## config.mk

```make
export PLATFORM = sky130hd
export DESIGN_NAME = flash_programmer_port
export DESIGN_NICKNAME = d
export VERILOG_FILES = /design/src/fpp_pkg.sv /design/src/fpp_fifo.sv /design/src/flash_programmer_port.sv
export SDC_FILE = /design/constraint.sdc
export NUM_CORES = 1
export LEC_CHECK = 0
export ABC_AREA = 1
export BUFFER_PORTS_ARGS = -buffer_cell sky130_fd_sc_hd__buf_2
export CAP_MARGIN = 10
export CORE_UTILIZATION = 55
export DETAILED_ROUTE_END_ITERATION = 7
export GPL_TIMING_DRIVEN = 1
export HOLD_SLACK_MARGIN = 0.1
export PLACE_DENSITY = 0.74
export SKIP_LAST_GASP = 1
export SLEW_MARGIN = 5
export SYNTH_ARGS = -nofsm -noshare
export SYNTH_HDL_FRONTEND = slang
export SYNTH_SLANG_ARGS = --single-unit
export TNS_END_PERCENT = 5
```

## constraint.sdc

```tcl
create_clock -name sys_clk_in -period 7.44 [get_ports sys_clk_in]
set_clock_uncertainty 0.1 [all_clocks]
set_input_delay 0.372 -clock sys_clk_in [delete_from_list [all_inputs] [get_ports sys_clk_in]]
set_output_delay 0.372 -clock sys_clk_in [all_outputs]
set_load 0.005 [all_outputs]
```

## src/fpp_pkg.sv

```systemverilog
/*
 * Package for the flash programmer port: command codes, status bit positions,
 * polling encodings, bus strobe groups and timing constants.
 * Assumes a single 250 MHz clock domain and synchronous pin sampling.
 */
package fpp_pkg;

    localparam int unsigned CLK_MHZ      = 250;
    localparam int unsigned ADDR_W       = 19;
    localparam int unsigned DATA_W       = 8;
    localparam int unsigned PAGE_BYTES   = 128;
    localparam int unsigned PAGE_LSB_W   = 7;

    // command codes and the erased byte value
    localparam logic [7:0] CMD_READ      = 8'h00;
    localparam logic [7:0] CMD_PROG      = 8'h40;
    localparam logic [7:0] CMD_ERASE     = 8'h20;
    localparam logic [7:0] CMD_STATUS    = 8'h71;
    localparam logic [7:0] ERASED_BYTE   = 8'hFF;

    // status read byte bit positions
    localparam int unsigned ST_ABNORMAL  = 7;
    localparam int unsigned ST_CMD_ERR   = 6;
    localparam int unsigned ST_PROG_ERR  = 5;
    localparam int unsigned ST_ERASE_ERR = 4;
    localparam int unsigned ST_COUNT_ERR = 1;
    localparam int unsigned ST_ADDR_ERR  = 0;

    // polling encodings on the two top data lines
    localparam logic [7:0] POLL_BUSY     = 8'h00;
    localparam logic [7:0] POLL_ABNORMAL = 8'h80;
    localparam logic [7:0] POLL_NORMAL   = 8'hC0;

    // default array operation times, in microseconds and in clock cycles
    localparam int unsigned PROG_TIME_US  = 1000;
    localparam int unsigned ERASE_TIME_US = 100000;
    localparam int unsigned PROG_CYCLES   = PROG_TIME_US * CLK_MHZ;
    localparam int unsigned ERASE_CYCLES  = ERASE_TIME_US * CLK_MHZ;

    // mode of the command interpreter
    typedef enum logic [2:0] {
        M_CMD_WAIT,
        M_READ,
        M_PROG_LOAD,
        M_PROG_BUSY,
        M_ERASE_ARM,
        M_ERASE_BUSY,
        M_STATUS_ARM,
        M_STATUS
    } mode_t;

    // active-low strobes from the programmer
    typedef struct packed {
        logic ce_n;
        logic oe_n;
        logic we_n;
    } strobe_t;

    // one byte bound for the flash array
    typedef struct packed {
        logic [ADDR_W-1:0] addr;
        logic [DATA_W-1:0] data;
    } prog_word_t;

endpackage : fpp_pkg

```

## src/fpp_fifo.sv

```systemverilog
/*
 * Synchronous FIFO with valid/ready on both sides, flip-flop storage.
 * Assumes one clock and a synchronous active-high reset.
 */
`timescale 1ns/1ps
module fpp_fifo #(
    parameter int unsigned WIDTH = 27,
    parameter int unsigned DEPTH = 16
) (
    // clock and reset
    input  wire logic             sys_clk_in,
    input  wire logic             srst_in,
    // fill side
    input  wire logic             in_valid_in,
    output logic                  in_ready_out,
    input  wire logic [WIDTH-1:0] in_data_in,
    // drain side
    output logic                  out_valid_out,
    input  wire logic             out_ready_in,
    output logic      [WIDTH-1:0] out_data_out
);
    localparam int unsigned AW = $clog2(DEPTH);

    typedef struct packed {
        logic [DEPTH-1:0][WIDTH-1:0] mem;
        logic [AW-1:0]               wr;
        logic [AW-1:0]               rd;
        logic [AW:0]                 cnt;
    } fifo_state_t;

    fifo_state_t s_q;
    fifo_state_t s_d;
    logic        push;
    logic        pop;

    // handshake flags
    assign in_ready_out  = (s_q.cnt != (AW+1)'(DEPTH));
    assign out_valid_out = (s_q.cnt != '0);
    assign out_data_out  = s_q.mem[s_q.rd];
    assign push          = in_valid_in && in_ready_out;
    assign pop           = out_valid_out && out_ready_in;

    // next state
    always_comb
    begin
        s_d = s_q;
        if (push)
        begin
            s_d.mem[s_q.wr] = in_data_in;
            s_d.wr          = s_q.wr + 1'b1;
        end
        if (pop)
        begin
            s_d.rd = s_q.rd + 1'b1;
        end
        s_d.cnt = s_q.cnt + (AW+1)'(push) - (AW+1)'(pop);
    end

    // state register
    always_ff @(posedge sys_clk_in)
    begin
        if (srst_in)
        begin
            s_q <= '0;
        end
        else
        begin
            s_q <= s_d;
        end
    end

endmodule : fpp_fifo

```

## src/flash_programmer_port.sv

```systemverilog
/*
 * Byte-wide programmer port: strobe decode, command interpreter, page
 * collection through a FIFO toward the array, status polling and status read.
 * Assumes pins already synchronous to sys_clk_in; the flash array sits
 * outside and returns error flags, sampled once the internal operation timer has expired and the FIFO has drained.
 */
`timescale 1ns/1ps
// Function
// (RULE1) programmer straps mode, strap and standby inputs before entering this mode
// (RULE2) strobes decode into read, output disable and command write cycles
// (RULE3) chip-select high floats data but operations keep running
// (RULE4) command 00 selects memory read; reads then return addressed byte
// (RULE5) auto-program is command 40 then 128 data writes, 129 total
// (RULE6) two writes of 20 erase the whole array; completion by polling
// (RULE7) two writes of 71 select status read of last operation result
// (RULE8) program, erase or status end in command wait; reads need read command
// (RULE9) memory read mode accepts commands like command wait
// (RULE10) consecutive reads allowed in memory read mode
// (RULE11) after reset the port starts in memory read mode
// (RULE12) one page of 128 bytes is programmed per operation
// (RULE13) programmer pads unused page bytes with FF
// (RULE14) nonzero low 7 page address bits start programming yet flag error
// (RULE15) page address is captured on the second program cycle
// (RULE16) no command writes while programming is in progress
// (RULE17) each page programmed once; erase before reprogramming
// (RULE18) line 7 marks end, line 6 marks normal end
// (RULE19) polling flags held until next command write, driven on reads
// (RULE20) program, erase and status use polling; status read gives detail
// (RULE21) polling: busy 00, abnormal 80, normal C0, low lines zero
// (RULE22) status byte bits: 7 abnormal, 6 command, 5 program, 4 erase, 1 count, 0 address
// (RULE23) status code held until a non-status command write
// (RULE24) no command writes while erasing is in progress
// (RULE25) data lines driven only in read cycles, else released
module flash_programmer_port #(
    parameter int unsigned ADDR_W      = fpp_pkg::ADDR_W,
    parameter int unsigned FIFO_DEPTH  = 16,
    parameter int unsigned PROG_CYCLES = fpp_pkg::PROG_CYCLES,
    parameter int unsigned ERASE_CYCLES = fpp_pkg::ERASE_CYCLES
) (
    // clock and reset
    input  wire logic                 sys_clk_in,
    input  wire logic                 srst_in,

    // mode straps
    input  wire logic [2:0]           mode_select_inputs_in,
    input  wire logic                 strap_a_in,
    input  wire logic                 strap_b_in,
    input  wire logic                 strap_c_in,
    input  wire logic                 strap_d_in,
    input  wire logic                 strap_e_in,
    input  wire logic                 hw_standby_input_n_in,

    // programmer bus
    input  wire logic                 ce_n_in,
    input  wire logic                 oe_n_in,
    input  wire logic                 we_n_in,
    input  wire logic [ADDR_W-1:0]    address_lines_in,
    input  wire logic [7:0]           data_in,
    output logic      [7:0]           data_out,
    output logic                      data_oe_out,

    // array read port
    output logic      [ADDR_W-1:0]    array_rd_addr_out,
    input  wire logic [7:0]           array_rd_data_in,

    // array program stream
    output logic                      prog_valid_out,
    input  wire logic                 prog_ready_in,
    output logic      [ADDR_W+7:0]    prog_word_out,

    // array operation control and result
    output logic                      array_erase_out,
    input  wire logic                 array_prog_err_in,
    input  wire logic                 array_erase_err_in,
    input  wire logic                 array_count_err_in,

    // status
    output logic                      programmer_mode_out,
    output logic                      busy_out
);
    typedef struct packed {
        fpp_pkg::mode_t    mode;
        logic              we_n_prev;
        logic [7:0]        page_cnt;
        logic [ADDR_W-1:0] page_addr;
        logic [31:0]       timer;
        logic              poll_valid;
        logic [7:0]        poll;
        logic [7:0]        status;
        logic [7:0]        dout;
        logic              dout_en;
        logic              erase;
    } port_state_t;

    port_state_t         s_q;
    port_state_t         s_d;

    fpp_pkg::strobe_t    stb;
    fpp_pkg::prog_word_t wr_word;
    logic                strap_ok;
    logic                rd_cycle;
    logic                wr_edge;
    logic                fifo_valid;
    logic                fifo_ready;
    logic                fifo_empty;

    assign stb.ce_n = ce_n_in;
    assign stb.oe_n = oe_n_in;
    assign stb.we_n = we_n_in;

    // strap check for programmer mode entry  [RULE1]
    assign strap_ok = (mode_select_inputs_in == 3'h0) && strap_a_in && !strap_b_in
                      && !strap_c_in && strap_d_in && !strap_e_in && hw_standby_input_n_in;

    // cycle decode: read, and write taken on the rising edge of the write strobe  [RULE2]
    assign rd_cycle = strap_ok && !stb.ce_n && !stb.oe_n && stb.we_n;
    assign wr_edge  = strap_ok && !stb.ce_n && stb.oe_n && stb.we_n && !s_q.we_n_prev;

    // bytes pushed toward the array carry page address plus byte offset  [RULE15]
    assign wr_word.addr = {(s_q.page_cnt == '0) ? address_lines_in[ADDR_W-1:fpp_pkg::PAGE_LSB_W]
                           : s_q.page_addr[ADDR_W-1:fpp_pkg::PAGE_LSB_W],
                           address_lines_in[fpp_pkg::PAGE_LSB_W-1:0]};
    assign wr_word.data = data_in;
    assign fifo_valid   = wr_edge && (s_q.mode == fpp_pkg::M_PROG_LOAD);

    assign array_rd_addr_out   = address_lines_in;
    assign array_erase_out     = s_q.erase;
    assign programmer_mode_out = strap_ok;
    assign busy_out            = (s_q.mode == fpp_pkg::M_PROG_BUSY)
                                 || (s_q.mode == fpp_pkg::M_ERASE_BUSY);
    assign data_out            = s_q.dout;
    assign data_oe_out         = s_q.dout_en;
    assign fifo_empty          = !prog_valid_out;

    // page bytes queue here; array back-pressure stalls the drain side  [RULE12]
    fpp_fifo #(
        .WIDTH ($bits(fpp_pkg::prog_word_t)),
        .DEPTH (FIFO_DEPTH)
    ) u_fifo (
        .sys_clk_in    (sys_clk_in),
        .srst_in       (srst_in),
        .in_valid_in   (fifo_valid),
        .in_ready_out  (fifo_ready),
        .in_data_in    (wr_word),
        .out_valid_out (prog_valid_out),
        .out_ready_in  (prog_ready_in),
        .out_data_out  (prog_word_out)
    );

    // command interpreter and output data
    always_comb
    begin
        s_d           = s_q;
        s_d.we_n_prev = stb.we_n;
        s_d.erase     = 1'b0;

        if (s_q.timer != '0)
        begin
            s_d.timer = s_q.timer - 32'h1;
        end

        case (s_q.mode)
            fpp_pkg::M_CMD_WAIT, fpp_pkg::M_READ, fpp_pkg::M_STATUS:
            begin
                // command accepted in wait, read and status alike  [RULE9]
                if (wr_edge)
                begin
                    s_d.poll_valid = 1'b0; // polling flags end at next command  [RULE19]
                    if (data_in != fpp_pkg::CMD_STATUS)
                    begin
                        s_d.status = '0; // status code kept until other command  [RULE23]
                    end

                    case (data_in)
                        fpp_pkg::CMD_READ:   s_d.mode = fpp_pkg::M_READ; // [RULE4]
                        fpp_pkg::CMD_PROG:
                        begin
                            s_d.mode     = fpp_pkg::M_PROG_LOAD; // [RULE5]
                            s_d.page_cnt = '0;
                        end
                        fpp_pkg::CMD_ERASE:  s_d.mode = fpp_pkg::M_ERASE_ARM; // [RULE6]
                        fpp_pkg::CMD_STATUS: s_d.mode = fpp_pkg::M_STATUS_ARM; // [RULE7]
                        default:
                        begin
                            s_d.mode = fpp_pkg::M_CMD_WAIT;
                            s_d.status[fpp_pkg::ST_CMD_ERR]  = 1'b1;
                            s_d.status[fpp_pkg::ST_ABNORMAL] = 1'b1;
                        end
                    endcase
                end
            end

            fpp_pkg::M_PROG_LOAD:
            begin
                if (wr_edge)
                begin
                    if (s_q.page_cnt == 8'h00)
                    begin
                        // page address taken on the second cycle only  [RULE15]
                        s_d.page_addr = address_lines_in;
                        if (address_lines_in[fpp_pkg::PAGE_LSB_W-1:0] != '0)
                        begin
                            s_d.status[fpp_pkg::ST_ADDR_ERR] = 1'b1; // [RULE14]
                            s_d.status[fpp_pkg::ST_PROG_ERR] = 1'b1;
                            s_d.status[fpp_pkg::ST_ABNORMAL] = 1'b1;
                        end
                    end

                    if (!fifo_ready)
                    begin
                        // programmer outran the array: byte lost
                        s_d.status[fpp_pkg::ST_PROG_ERR] = 1'b1;
                        s_d.status[fpp_pkg::ST_ABNORMAL] = 1'b1;
                    end

                    s_d.page_cnt = s_q.page_cnt + 8'h01;
                    if (s_q.page_cnt == 8'(fpp_pkg::PAGE_BYTES - 1))
                    begin
                        // full page collected: programming starts  [RULE12]
                        s_d.mode  = fpp_pkg::M_PROG_BUSY;
                        s_d.timer = 32'(PROG_CYCLES);
                        s_d.poll       = fpp_pkg::POLL_BUSY;
                        s_d.poll_valid = 1'b1;
                    end
                end
            end

            fpp_pkg::M_PROG_BUSY, fpp_pkg::M_ERASE_BUSY:
            begin
                // writes here are ignored; programmer must not send them  [RULE16] [RULE24]
                if (s_q.timer == '0 && fifo_empty)
                begin
                    if (array_prog_err_in && s_q.mode == fpp_pkg::M_PROG_BUSY)
                    begin
                        s_d.status[fpp_pkg::ST_PROG_ERR] = 1'b1;
                    end
                    if (array_erase_err_in && s_q.mode == fpp_pkg::M_ERASE_BUSY)
                    begin
                        s_d.status[fpp_pkg::ST_ERASE_ERR] = 1'b1;
                    end
                    if (array_count_err_in)
                    begin
                        s_d.status[fpp_pkg::ST_COUNT_ERR] = 1'b1;
                    end

                    // end-of-operation polling code  [RULE18] [RULE21]
                    if (s_d.status[5:0] != '0)
                    begin
                        s_d.status[fpp_pkg::ST_ABNORMAL] = 1'b1;
                        s_d.poll = fpp_pkg::POLL_ABNORMAL;
                    end
                    else
                    begin
                        s_d.poll = fpp_pkg::POLL_NORMAL;
                    end

                    s_d.mode = fpp_pkg::M_CMD_WAIT; // [RULE8]
                end
            end

            fpp_pkg::M_ERASE_ARM:
            begin
                if (wr_edge)
                begin
                    if (data_in == fpp_pkg::CMD_ERASE)
                    begin
                        // whole-array erase starts  [RULE6]
                        s_d.mode       = fpp_pkg::M_ERASE_BUSY;
                        s_d.erase      = 1'b1;
                        s_d.timer      = 32'(ERASE_CYCLES);
                        s_d.poll       = fpp_pkg::POLL_BUSY;
                        s_d.poll_valid = 1'b1;
                    end
                    else
                    begin
                        s_d.mode = fpp_pkg::M_CMD_WAIT;
                        s_d.status[fpp_pkg::ST_CMD_ERR]  = 1'b1;
                        s_d.status[fpp_pkg::ST_ABNORMAL] = 1'b1;
                    end
                end
            end

            fpp_pkg::M_STATUS_ARM:
            begin
                if (wr_edge)
                begin
                    if (data_in == fpp_pkg::CMD_STATUS)
                    begin
                        s_d.mode = fpp_pkg::M_STATUS; // [RULE7] [RULE20]
                    end
                    else
                    begin
                        s_d.mode = fpp_pkg::M_CMD_WAIT;
                        s_d.status[fpp_pkg::ST_CMD_ERR]  = 1'b1;
                        s_d.status[fpp_pkg::ST_ABNORMAL] = 1'b1;
                    end
                end
            end

            default:
            begin
                s_d.mode = fpp_pkg::M_CMD_WAIT;
            end
        endcase

        // read data select; bus released outside read cycles  [RULE3] [RULE25]
        s_d.dout_en = rd_cycle;

        if (s_q.mode == fpp_pkg::M_STATUS)
        begin
            s_d.dout = s_q.status & 8'hF3; // detailed status byte  [RULE22]
        end
        else if (s_q.poll_valid)
        begin
            s_d.dout = s_q.poll; // polling flags on the top lines  [RULE19] [RULE20]
        end
        else if (s_q.mode == fpp_pkg::M_READ)
        begin
            s_d.dout = array_rd_data_in; // any number of reads  [RULE10]
        end
        else
        begin
            s_d.dout = '0;
        end
    end

    // state register; reset lands in memory read mode  [RULE11]
    always_ff @(posedge sys_clk_in)
    begin
        if (srst_in)
        begin
            s_q           <= '0;
            s_q.mode      <= fpp_pkg::M_READ;
            s_q.we_n_prev <= 1'b1;
        end
        else
        begin
            s_q <= s_d;
        end
    end

endmodule : flash_programmer_port

```

## Word level (Yosys, flattened, before mapping)

Cells that the tools add are included.

- Register bits: 533
- Output and inout port bits: 59
- Input bits: 53

- $add $sub $neg: 6
- Reduce and logical (&&, ||, !) cells: 57
- Magnitude comparators: 3
- Eq/ne operators: 30
- Bitwise logic cells: 2
- Mux-type cells: 64

Operators by type and width:

| kind | count |
|---|---|
| $bwmux W432 | 1 |
| $bmux W27 S4 | 1 |
| $demux W27 S4 | 1 |
| $mux W41 | 2 |
| $mux W69 | 1 |
| $pmux W32 S2 | 1 |
| $mux W8 | 7 |
| $mux W27 | 2 |
| $mux W43 | 1 |
| $logic_not A32 Y1 | 1 |
| $mux W32 | 1 |
| $reduce_bool A32 Y1 | 1 |
| $sub A32 B1 Y32 const B | 1 |
| $eq A8 B7 Y1 const B | 3 |
| $mux W3 | 8 |
| $pmux W8 S3 | 1 |
| $reduce_and A6 Y1 | 4 |
| $ne A2 B2 Y1 const B | 11 |
| $logic_and A1 B1 Y1 | 19 |
| $mux W19 | 1 |
| $mux W1 | 18 |
| $logic_not A8 Y1 | 2 |
| $pmux W8 S2 | 1 |
| $pmux W3 S5 | 1 |
| other kinds (39) | 72 |

## Depth between registers and ports, before layout

Gate-level depths: netlist (run 1).

- Word-level depth: 15
- Gate-level depth with buffers: 16

## Cells and area by module

A second synthesis (run 1) with hierarchy kept.

- Cell total of the unflattened synthesis: 4,537
- Area, all modules: 27,156.0 um^2

Modules (own cells, without submodules):

| module | cells an instance | area an instance (um^2) | instances |
|---|---|---|---|
| fpp_fifo | 3,849 | 22,629.2 | 1 |
| flash_programmer_port | 688 | 4,526.8 | 1 |

## Least setup slack after synthesis (run 1)

OpenSTA, ideal clock, no wires.

- Path kind: register -> register
- From: register u_fifo.s_q[3] (netlist name)
- To: register u_fifo.s_q[4] (netlist name)
- Clock period less this slack: 2,390 ps
- Cell stages (with the launch flop): 17
- Arrival time: 2,220 ps
- Path buffers: 0
- Library setup time: 70 ps
- Slack: 5,050 ps
- Cell sequence: dfxtp_1 -> inv_1 -> ha_1 -> nand3_1 -> nor2_1 -> inv_1 -> nand2_1 -> inv_1 -> ha_1 -> inv_1 -> ha_1 -> fa_1 -> nand2_1 -> a21oi_1 -> nor2_1 -> o21ai_0 -> a21oi_1

- Elaborated cells between the ends (all ways): 6
- Classes of those cells: add/sub: 2; eq/ne: 1; reduce/logical: 3

RTL lines:

| element | line | text |
|---|---|---|
| start: declaration | fpp_fifo.sv:31 | `fifo_state_t s_q;` |
| start signal: assignment | fpp_fifo.sv:64 | `s_q <= '0;` |
| start signal: assignment | fpp_fifo.sv:68 | `s_q <= s_d;` |
| $reduce_bool A5 Y1 | fpp_fifo.sv:38 | `assign out_valid_out = (s_q.cnt != '0);` |
| via prog_valid_out | flash_programmer_port.sv:67 | `output logic prog_valid_out,` |
| $logic_and A1 B1 Y1 | fpp_fifo.sv:41 | `assign pop = out_valid_out && out_ready_in;` |
| via u_fifo.pop | fpp_fifo.sv:34 | `logic pop;` |
| $sub A5 B1 Y5 | fpp_fifo.sv:56 | `s_d.cnt = s_q.cnt + (AW+1)'(push) - (AW+1)'(pop);` |

The timed path passes the listed nets, and every way through them passes these cells.
A chain may end at the register's enable or synchronous reset.

## Worst setup path after layout (run 1)

- From: register u_fifo.s_q[5] (netlist name)
- To: output prog_word_out[6]

- Cells in the longest elaborated chain, start to end: 2

RTL lines:

| element | line | text |
|---|---|---|
| $bmux W27 S4 | fpp_fifo.sv:39 | `assign out_data_out = s_q.mem[s_q.rd];` |
| $mux W27 (not written as such) | fpp_fifo.sv:39 |  |
| end: declaration | flash_programmer_port.sv:69 | `output logic [ADDR_W+7:0] prog_word_out,` |

Every way passes these cells. The select of a mux whose other input is x is not followed.

==> key figures, run 1 <==
Status
  – Status: completed

STA
  – Slew margin rel.: 25.7%
  – RSZ-0062 raised after global routing: no
  – Worst Tran Pin Value: about 1.1 ns
  – Final setup fails: 0
  – Final period utilization: 53.0%
  – Fin crit period: slightly below 4 ns
  – Fmax: ~0.25 GHz
  – Final Max Tran Viols: 0
  – Sum of negative setup slack: 0 ns
  – Fin. Hold Viols: 0

Clock tree
  – H-tree Lvls: 2
  – Setup Fix Bufs, Post-CTS: 0
  – CTS clock-pin slew for the worst setup and hold paths: 0.06 ns
  – Worst skew pair latency: 0.61 ns
  – CTS tree: built
  – Post_cts resized: 0
  – Clock Sinks: 520
  – TritonCTS buffer count: 55
  – CTS Buffer Depth: 3
  – Clk root buf: clkbuf_16

Critical path
  – Startpoint types: flip-flop
  – Crit-path most repeated cell: nand3_1
  – Critical Path Start: u_fifo.s_q[5]
  – Worst path arrival time: approximately 3.5 ns
  – Worst Setup End Kind: primary output
  – Critical path class: reg2out
  – Worst reg-to-reg setup slack: 4.11 ns
  – FF-to-FF End: u_fifo.s_q[30]
  – CP max stage delay: about 0.90 ns
  – CP max-delay cell: buf_4
  – Crit path buffers/inverters: 3
  – Reg2reg path depth: 10
  – Crit Path Max Fanout: 113
  – Delay-heaviest family, CP: buffers and inverters
  – RR Startpoint: s_q[88]
  – CP required: 6.97 ns
  – CP cell instances: inv_6, buf_4, a21oi_1, o21ai_0, nand3_1, nand3_1, nand2_1, buf_2

Logic synthesis
  – Cell Area, Synth: about 26000 um^2
  – Asr flop ratio synth: 0%
  – Main synth FF type: dfxtp_1
  – Synth Register Bits: 520
  – EDFF count, synth: 0
  – Cells after Synth: 3873
  – Synth area leaders: dfxtp_1, nor2_1, nand2_1
  – Netlist cell types: 43
  – Synth area leader: dfxtp_1
  – Post-Syn Area per Cell: 6.63 um^2
  – Share of Yosys cell area claimed by the top area cell type: 40.6%
  – Synth Net Count: 3942
  – YS warnings: 0
  – Post-synthesis sequential area ratio: 40.6%

Final layout
  – ANT cells: 0
  – Layout Nets: 3863
  – Area growth from synthesis to layout: 8.57%
  – Layout cells sized above 1: 7.12%
  – Commonest non-fill, non-tap cells in the layout: nor2_1, nand2_1, dfxtp_1
  – Commonest non-fill, non-tap cell in the layout: nor2_1

Min path
  – Worst hold path depth: 3
  – Hold path start: data_in[2]
  – Hold Path Class: in2reg
  – Worst hold endpoint: u_fifo.s_q[393]

Drt
  – Residual DRC: 0
  – DR iter-0 viols: around 2200
  – Vias/cell: about 5.4
  – Post-route ant nets: 0
  – Drt wl/cell: 16.3 um
  – Total Wirelength: 72500 um
  – Drt first pass iters: 5
  – Via count: 24000

Die
  – Chip height: 218 um
  – # rows: 78
  – Core area: roughly 46000 um^2
  – Die Area: ~48000 um^2
  – IO Pins: approximately 110
  – Die width: 218 um
  – Initial Utilization: 56.2%

Placed design
  – Gpl congestion: ~0.93
  – Port buffer count: 111
  – Final HPWL DP: 42100 um

Global routing
  – Overall routing resource usage: 30.1%
  – Largest net degree at the start of global routing: 127
  – Total gr overflow: 0
  – Vias in the first global route: approximately 22000
  – Initial antenna violation count: 1
  – First-pass GRT wire length: 115000 um

Power
  – Max VDD drop: 0.297 mV
  – Clock Power Share: 33.7%
  – Total power divided by cell area: slightly below 300 nW/um^2
  – Flop pwr share: 37.8%
  – Switching power share of the total: 34.9%
  – NetSw: around 2.8 mW
  – LEAKAGE: approximately 13 nW
  – Logic pwr share: 28.5%
  – Int Power: between 5 and 6 mW
  – Tot Pwr: 8.08 mW

Job
  – MaxCap Viol Count: 0
==> what timing repair did <==
action,in CTS,in global routing
endpoints found under the hold margin,35,0
hold buffers,29,0
setup endpoints to repair,0,0
==> layout make-up <==
class                   count  area [um^2]
clock buffers              94         1770
clock inverters             4         20.0
fillers                  4251        17800
inverters                 351         1340
multi-input cells        2701        12500
flip-flops and latches    520        10400
well taps                 600          751
repair buffers            165         1040
==> layer usage <==
layer / GRT usage, % / share of wire [%] / vias up
met3: 4.66 / 8.6 / 155
met1: 42.1 / 45 / 10800
met2: 46.0 / 42 / 950
met5: 0 / 0.018 / -
li1: - / - / 12000
met4: 12.6 / 3.7 / 2
==> power by group through the flow <==
stage	Clock, mW	Sequential [mW]	Combinational [mW]
6_report	2.72	3.05	2.31
5_1_grt	2.87	3.07	2.57
4_1_cts	2.75	3.05	2.27
3_5_place_dp	0	3.11	2.25
3_3_place_gp	0	3.11	2.24
2_1_floorplan	0	3.03	1.72
==> synth_stat cells, drive strengths merged (15+ instances only) <==
cell type	count
o21bai	197
o21ai	272
o221ai	36
dfxtp	520
nand4	21
buf	124
clkbuf	177
nand2	631
nor2	1094
a21oi	167
nand3	167
inv	349
xor2	15
ha	15
nor3	23
==> worst min-delay path, cell delays in order <==
cell and delay [ns]:
buf_2 0.23, nor2_1 0.14, nor2_1 0.05
==> kinds of logic (layout without fill, tap and decap cells) <==
group                    after synthesis  after routing  synth area share (%)
AO/OA/AOI/OAI                        716            716                  16.8
flip-flops                           520            520                  40.6
XOR/XNOR                              21             21                 0.717
buffers and inverters                652            614                  10.7
AND/OR/NAND/NOR                     1948           1948                  30.4
adder cells (fa/ha/maj)               16             16                 0.809
==> state kept, by name, indices dropped and copies added, names as in the netlist <==
signal,flops
array_erase_out,1
data_oe_out,1
u_fifo.s_q,445
s_q,65
data_out,8
==> worst max path at each step <==
| stage | cells after the start | to |
|---|---|---|
| floorplan | 16 | u_fifo.s_q[4] |
| global placement | 12 | u_fifo.s_q[36] |
| detailed placement | 12 | u_fifo.s_q[30] |
| CTS | 8 | prog_word_out[7] |
| global route | 8 | prog_word_out[0] |
| finish | 8 | prog_word_out[6] |
==> metrics by stage <==
step                      cells  setup WS, ns  hold slack (ns)  instance area (um^2)  utilization [%]
after floorplan            3873          5.05            0.322                 25700                -
after global placement     4308          4.07            0.338                 25800             56.5
after detailed placement   4308          3.97            0.343                 25800             56.5
after CTS                  4435          3.48            0.112                 27900             61.0
after global routing       4435          3.27            0.149                 27900             61.0
final                      4435          3.50            0.136                 27900             61.0
No activity file was read; power rests on OpenSTA's default activity.
==> run 2, diff against run 1 <==
clock period = 3.7 ns   (was 7.44 ns; I/O delays follow)
==> run 2 against run 1 <==
Hold slack better by 0.0050 ns. Clock power up 110%. Global-route usage down 0.11 points. Combinational power up 110%. Via count up 0.51%. Critical endpoint is now s_q[72]. Largest cell class unchanged.
==> key figures, run 2 (synthesis results as in run 1) <==
STA
  – Fmax: between 0.2 and 0.3 GHz
  – Fin crit period: 3.35 ns
  – Sum of negative setup slack: 0 ns (unchanged)
  – Final setup fails: 0 (unchanged)
  – Final Max Tran Viols: 0 (unchanged)
  – Slew margin rel.: 37.2% (+11 points)
  – Worst Hold Margin: 0.141 ns (+0.00499 ns)
  – RSZ-0062 raised after global routing: no
  – Final period utilization: 90.6%
  – Fin. Hold Viols: 0 (unchanged)
  – Worst Tran Pin Value: 0.942 ns (-0.171 ns)

Clock tree
  – Setup Fix Bufs, Post-CTS: 0 (unchanged)
  – Post_cts resized: 0 (unchanged)
  – CTS Buffer Depth: 3 (unchanged)
  – Worst skew pair latency: 0.61 ns (about the same)
  – TritonCTS buffer count: 54 (-1.8%)
  – H-tree Lvls: 2 (unchanged)
  – CTS clock-pin slew for the worst setup and hold paths: 0.06 ns (about the same)
  – Clock Sinks: 520 (unchanged)
  – CTS tree: built
  – Clk root buf: clkbuf_16

Job
  – MaxCap Viol Count: 0 (unchanged)

Power
  – Tot Pwr: 16.6 mW (+110%)
  – LEAKAGE: 12.9 nW (+2.2%)
  – Total power divided by cell area: 584 nW/um^2 (+100%)
  – Max VDD drop: 0.610 mV (+110%)

Die
  – Die Area: 47500 um^2 (unchanged)
  – # rows: 78 (unchanged)
  – Chip height: 218 um (unchanged)
  – Core area: 45700 um^2 (unchanged)
  – Die width: 218 um (unchanged)
  – IO Pins: 112 (unchanged)
  – Initial Utilization: 56.2% (unchanged)

Global routing
  – Overall routing resource usage: 30.0% (-0.11 points)
  – Vias in the first global route: 21700 (+0.92%)
  – Largest net degree at the start of global routing: 219 (+72%)
  – First-pass GRT wire length: 115000 um (-0.16%)
  – Total gr overflow: 0 (unchanged)
  – Initial antenna violation count: 2 (+1)

Critical path
  – Worst reg-to-reg setup slack: 0.45 ns (-3.66 ns)
  – CP max stage delay: 0.65 ns (-0.25 ns)
  – CP max-delay cell: dlygate4sd3_1
  – Crit Path Max Fanout: 24 (-79%)
  – Crit path buffers/inverters: 4 (+1)
  – Delay-heaviest family, CP: buffers and inverters
  – FF-to-FF End: s_q[72]
  – Crit-path most repeated cell: dlygate4sd3_1
  – CP cell instances: dlygate4sd3_1, buf_2, nor2_1, nand3_1, nor2_4, nand3_4, dlygate4sd3_1, nor2_4, nand2_1, o21ai_0, dlygate4sd3_1, a21oi_1
  – CP required: 4.06 ns (-2.91 ns)
  – Critical path class: in2reg
  – RR Startpoint: s_q[86]
  – Reg2reg path depth: 8 (-2)
  – Crit path capture: s_q[72]
  – Critical Path Start: strap_c_in
  – Crit path depth: 12 (+4)
  – Worst path arrival time: 3.71 ns (+0.24 ns)
  – Startpoint types: primary input
  – Worst Setup End Kind: flip-flop

Final layout
  – Layout Nets: 3915 (+1.3%)
  – Fin cells: 4492 (+1.3%)
  – Commonest non-fill, non-tap cells in the layout: nor2_1, nand2_1, dfxtp_1
  – Top reg by flops: u_fifo.s_q
  – Area growth from synthesis to layout: 10.9%
  – Commonest non-fill, non-tap cell in the layout: nor2_1
  – Layout cells sized above 1: 7.43% (+0.31 points)
  – Max reg flops: 445 (unchanged)
  – Fillcell total: 4264 (+0.31%)

Min path
  – Hold Path Class: in2reg

Drt
  – Total Wirelength: 72300 um (-0.21%)
  – Drt wl/cell: 16.1 um (-1.5%)
  – Residual DRC: 0 (unchanged)
  – DR iter-0 viols: 2256 (+4.0%)
  – DR top layer: met4
  – Vias/cell: 5.37 (-0.77%)
  – Met1 WL: 32300 um (-1.6%)
  – Drt first pass iters: 6 (+1)
  – WL met2: 32300 um (+4.9%)
  – Post-route ant nets: 0 (unchanged)
  – Met3 wire len: 5960 um (-3.8%)
  – Via count: 24100 (+0.51%)

Placed design
  – Gpl congestion: 0.932 (+0.60%)
  – Dpl cells: 4323 (+0.35%)
  – Port buffer count: 111 (unchanged)
  – Final HPWL DP: 41900 um (-0.51%)

Status
  – Status: completed
## run 2: cell count changes in the layout (fill, tap and decap cells not counted), sizes merged
cell / before / now
buf: 136 / 151
bufinv: 0 / 7
clkbuf: 94 / 76
clkinv: 6 / 16
clkinvlp: 0 / 1
diode: 0 / 1
dlygate4sd3: 29 / 67
inv: 349 / 352
## run 2: worst min-delay path, delay by kind of cell
kind	cells	cell delay (ns)
and+or+nand+nor	7	0.54
buffers and inverters	1	0.09
## run 2: power breakdown
group	switching, mW	leakage, nW	internal (mW)
clock network	2.34	0.918	3.38
logic	3.17	7.82	1.62
registers	0.249	4.20	5.84
## run 2: timing repair
| action | CTS | global route |
|---|---|---|
| setup endpoints to repair | 0 | 0 |
| hold endpoints to repair | 292 | 0 |
| hold buffers | 67 | 0 |
## run 2: metal layers
layer,GRT usage [%],vias to the layer above
met3,5.09,121
met4,8.83,0
li1,-,12100
met1,41.1,11000
met2,48.2,900
met5,0,-
## run 2: final cells by class
cell class / count / area, um^2 / area share [%]
antenna: 1 / 2.50 / 0.00879
clock buffer: 76 / 1540 / 5.39
clock inverter: 25 / 314 / 1.10
inverter: 351 / 1340 / 4.70
multi-input combinational: 2701 / 12500 / 44.0
sequential: 520 / 10400 / 36.6
tap: 600 / 751 / 2.64
timing repair buffer: 218 / 1590 / 5.59
## run 2: how the worst min path moves through the flow
stage               cells past startpoint                     start  slack (ns)     endpoint
finish                                  8  mode_select_inputs_in[2]        0.14      s_q[40]
global route                            7                strap_e_in        0.19      s_q[40]
CTS                                     8  mode_select_inputs_in[2]        0.10      s_q[40]
detailed placement                      2                   oe_n_in        0.29  data_oe_out
global placement                        2                   oe_n_in        0.28  data_oe_out
floorplan                               1                   oe_n_in        0.16  data_oe_out
## run 2: through the flow
step / utilization [%] / worst slack, ns / area (um^2)
2_1_floorplan: - / 1.31 / 25700
3_3_place_gp: 56.8 / 1.05 / 25900
3_5_place_dp: 56.8 / 1.01 / 25900
4_1_cts: 62.3 / 0.542 / 28500
5_1_grt: 62.3 / 0.157 / 28500
6_report: 62.3 / 0.348 / 28500
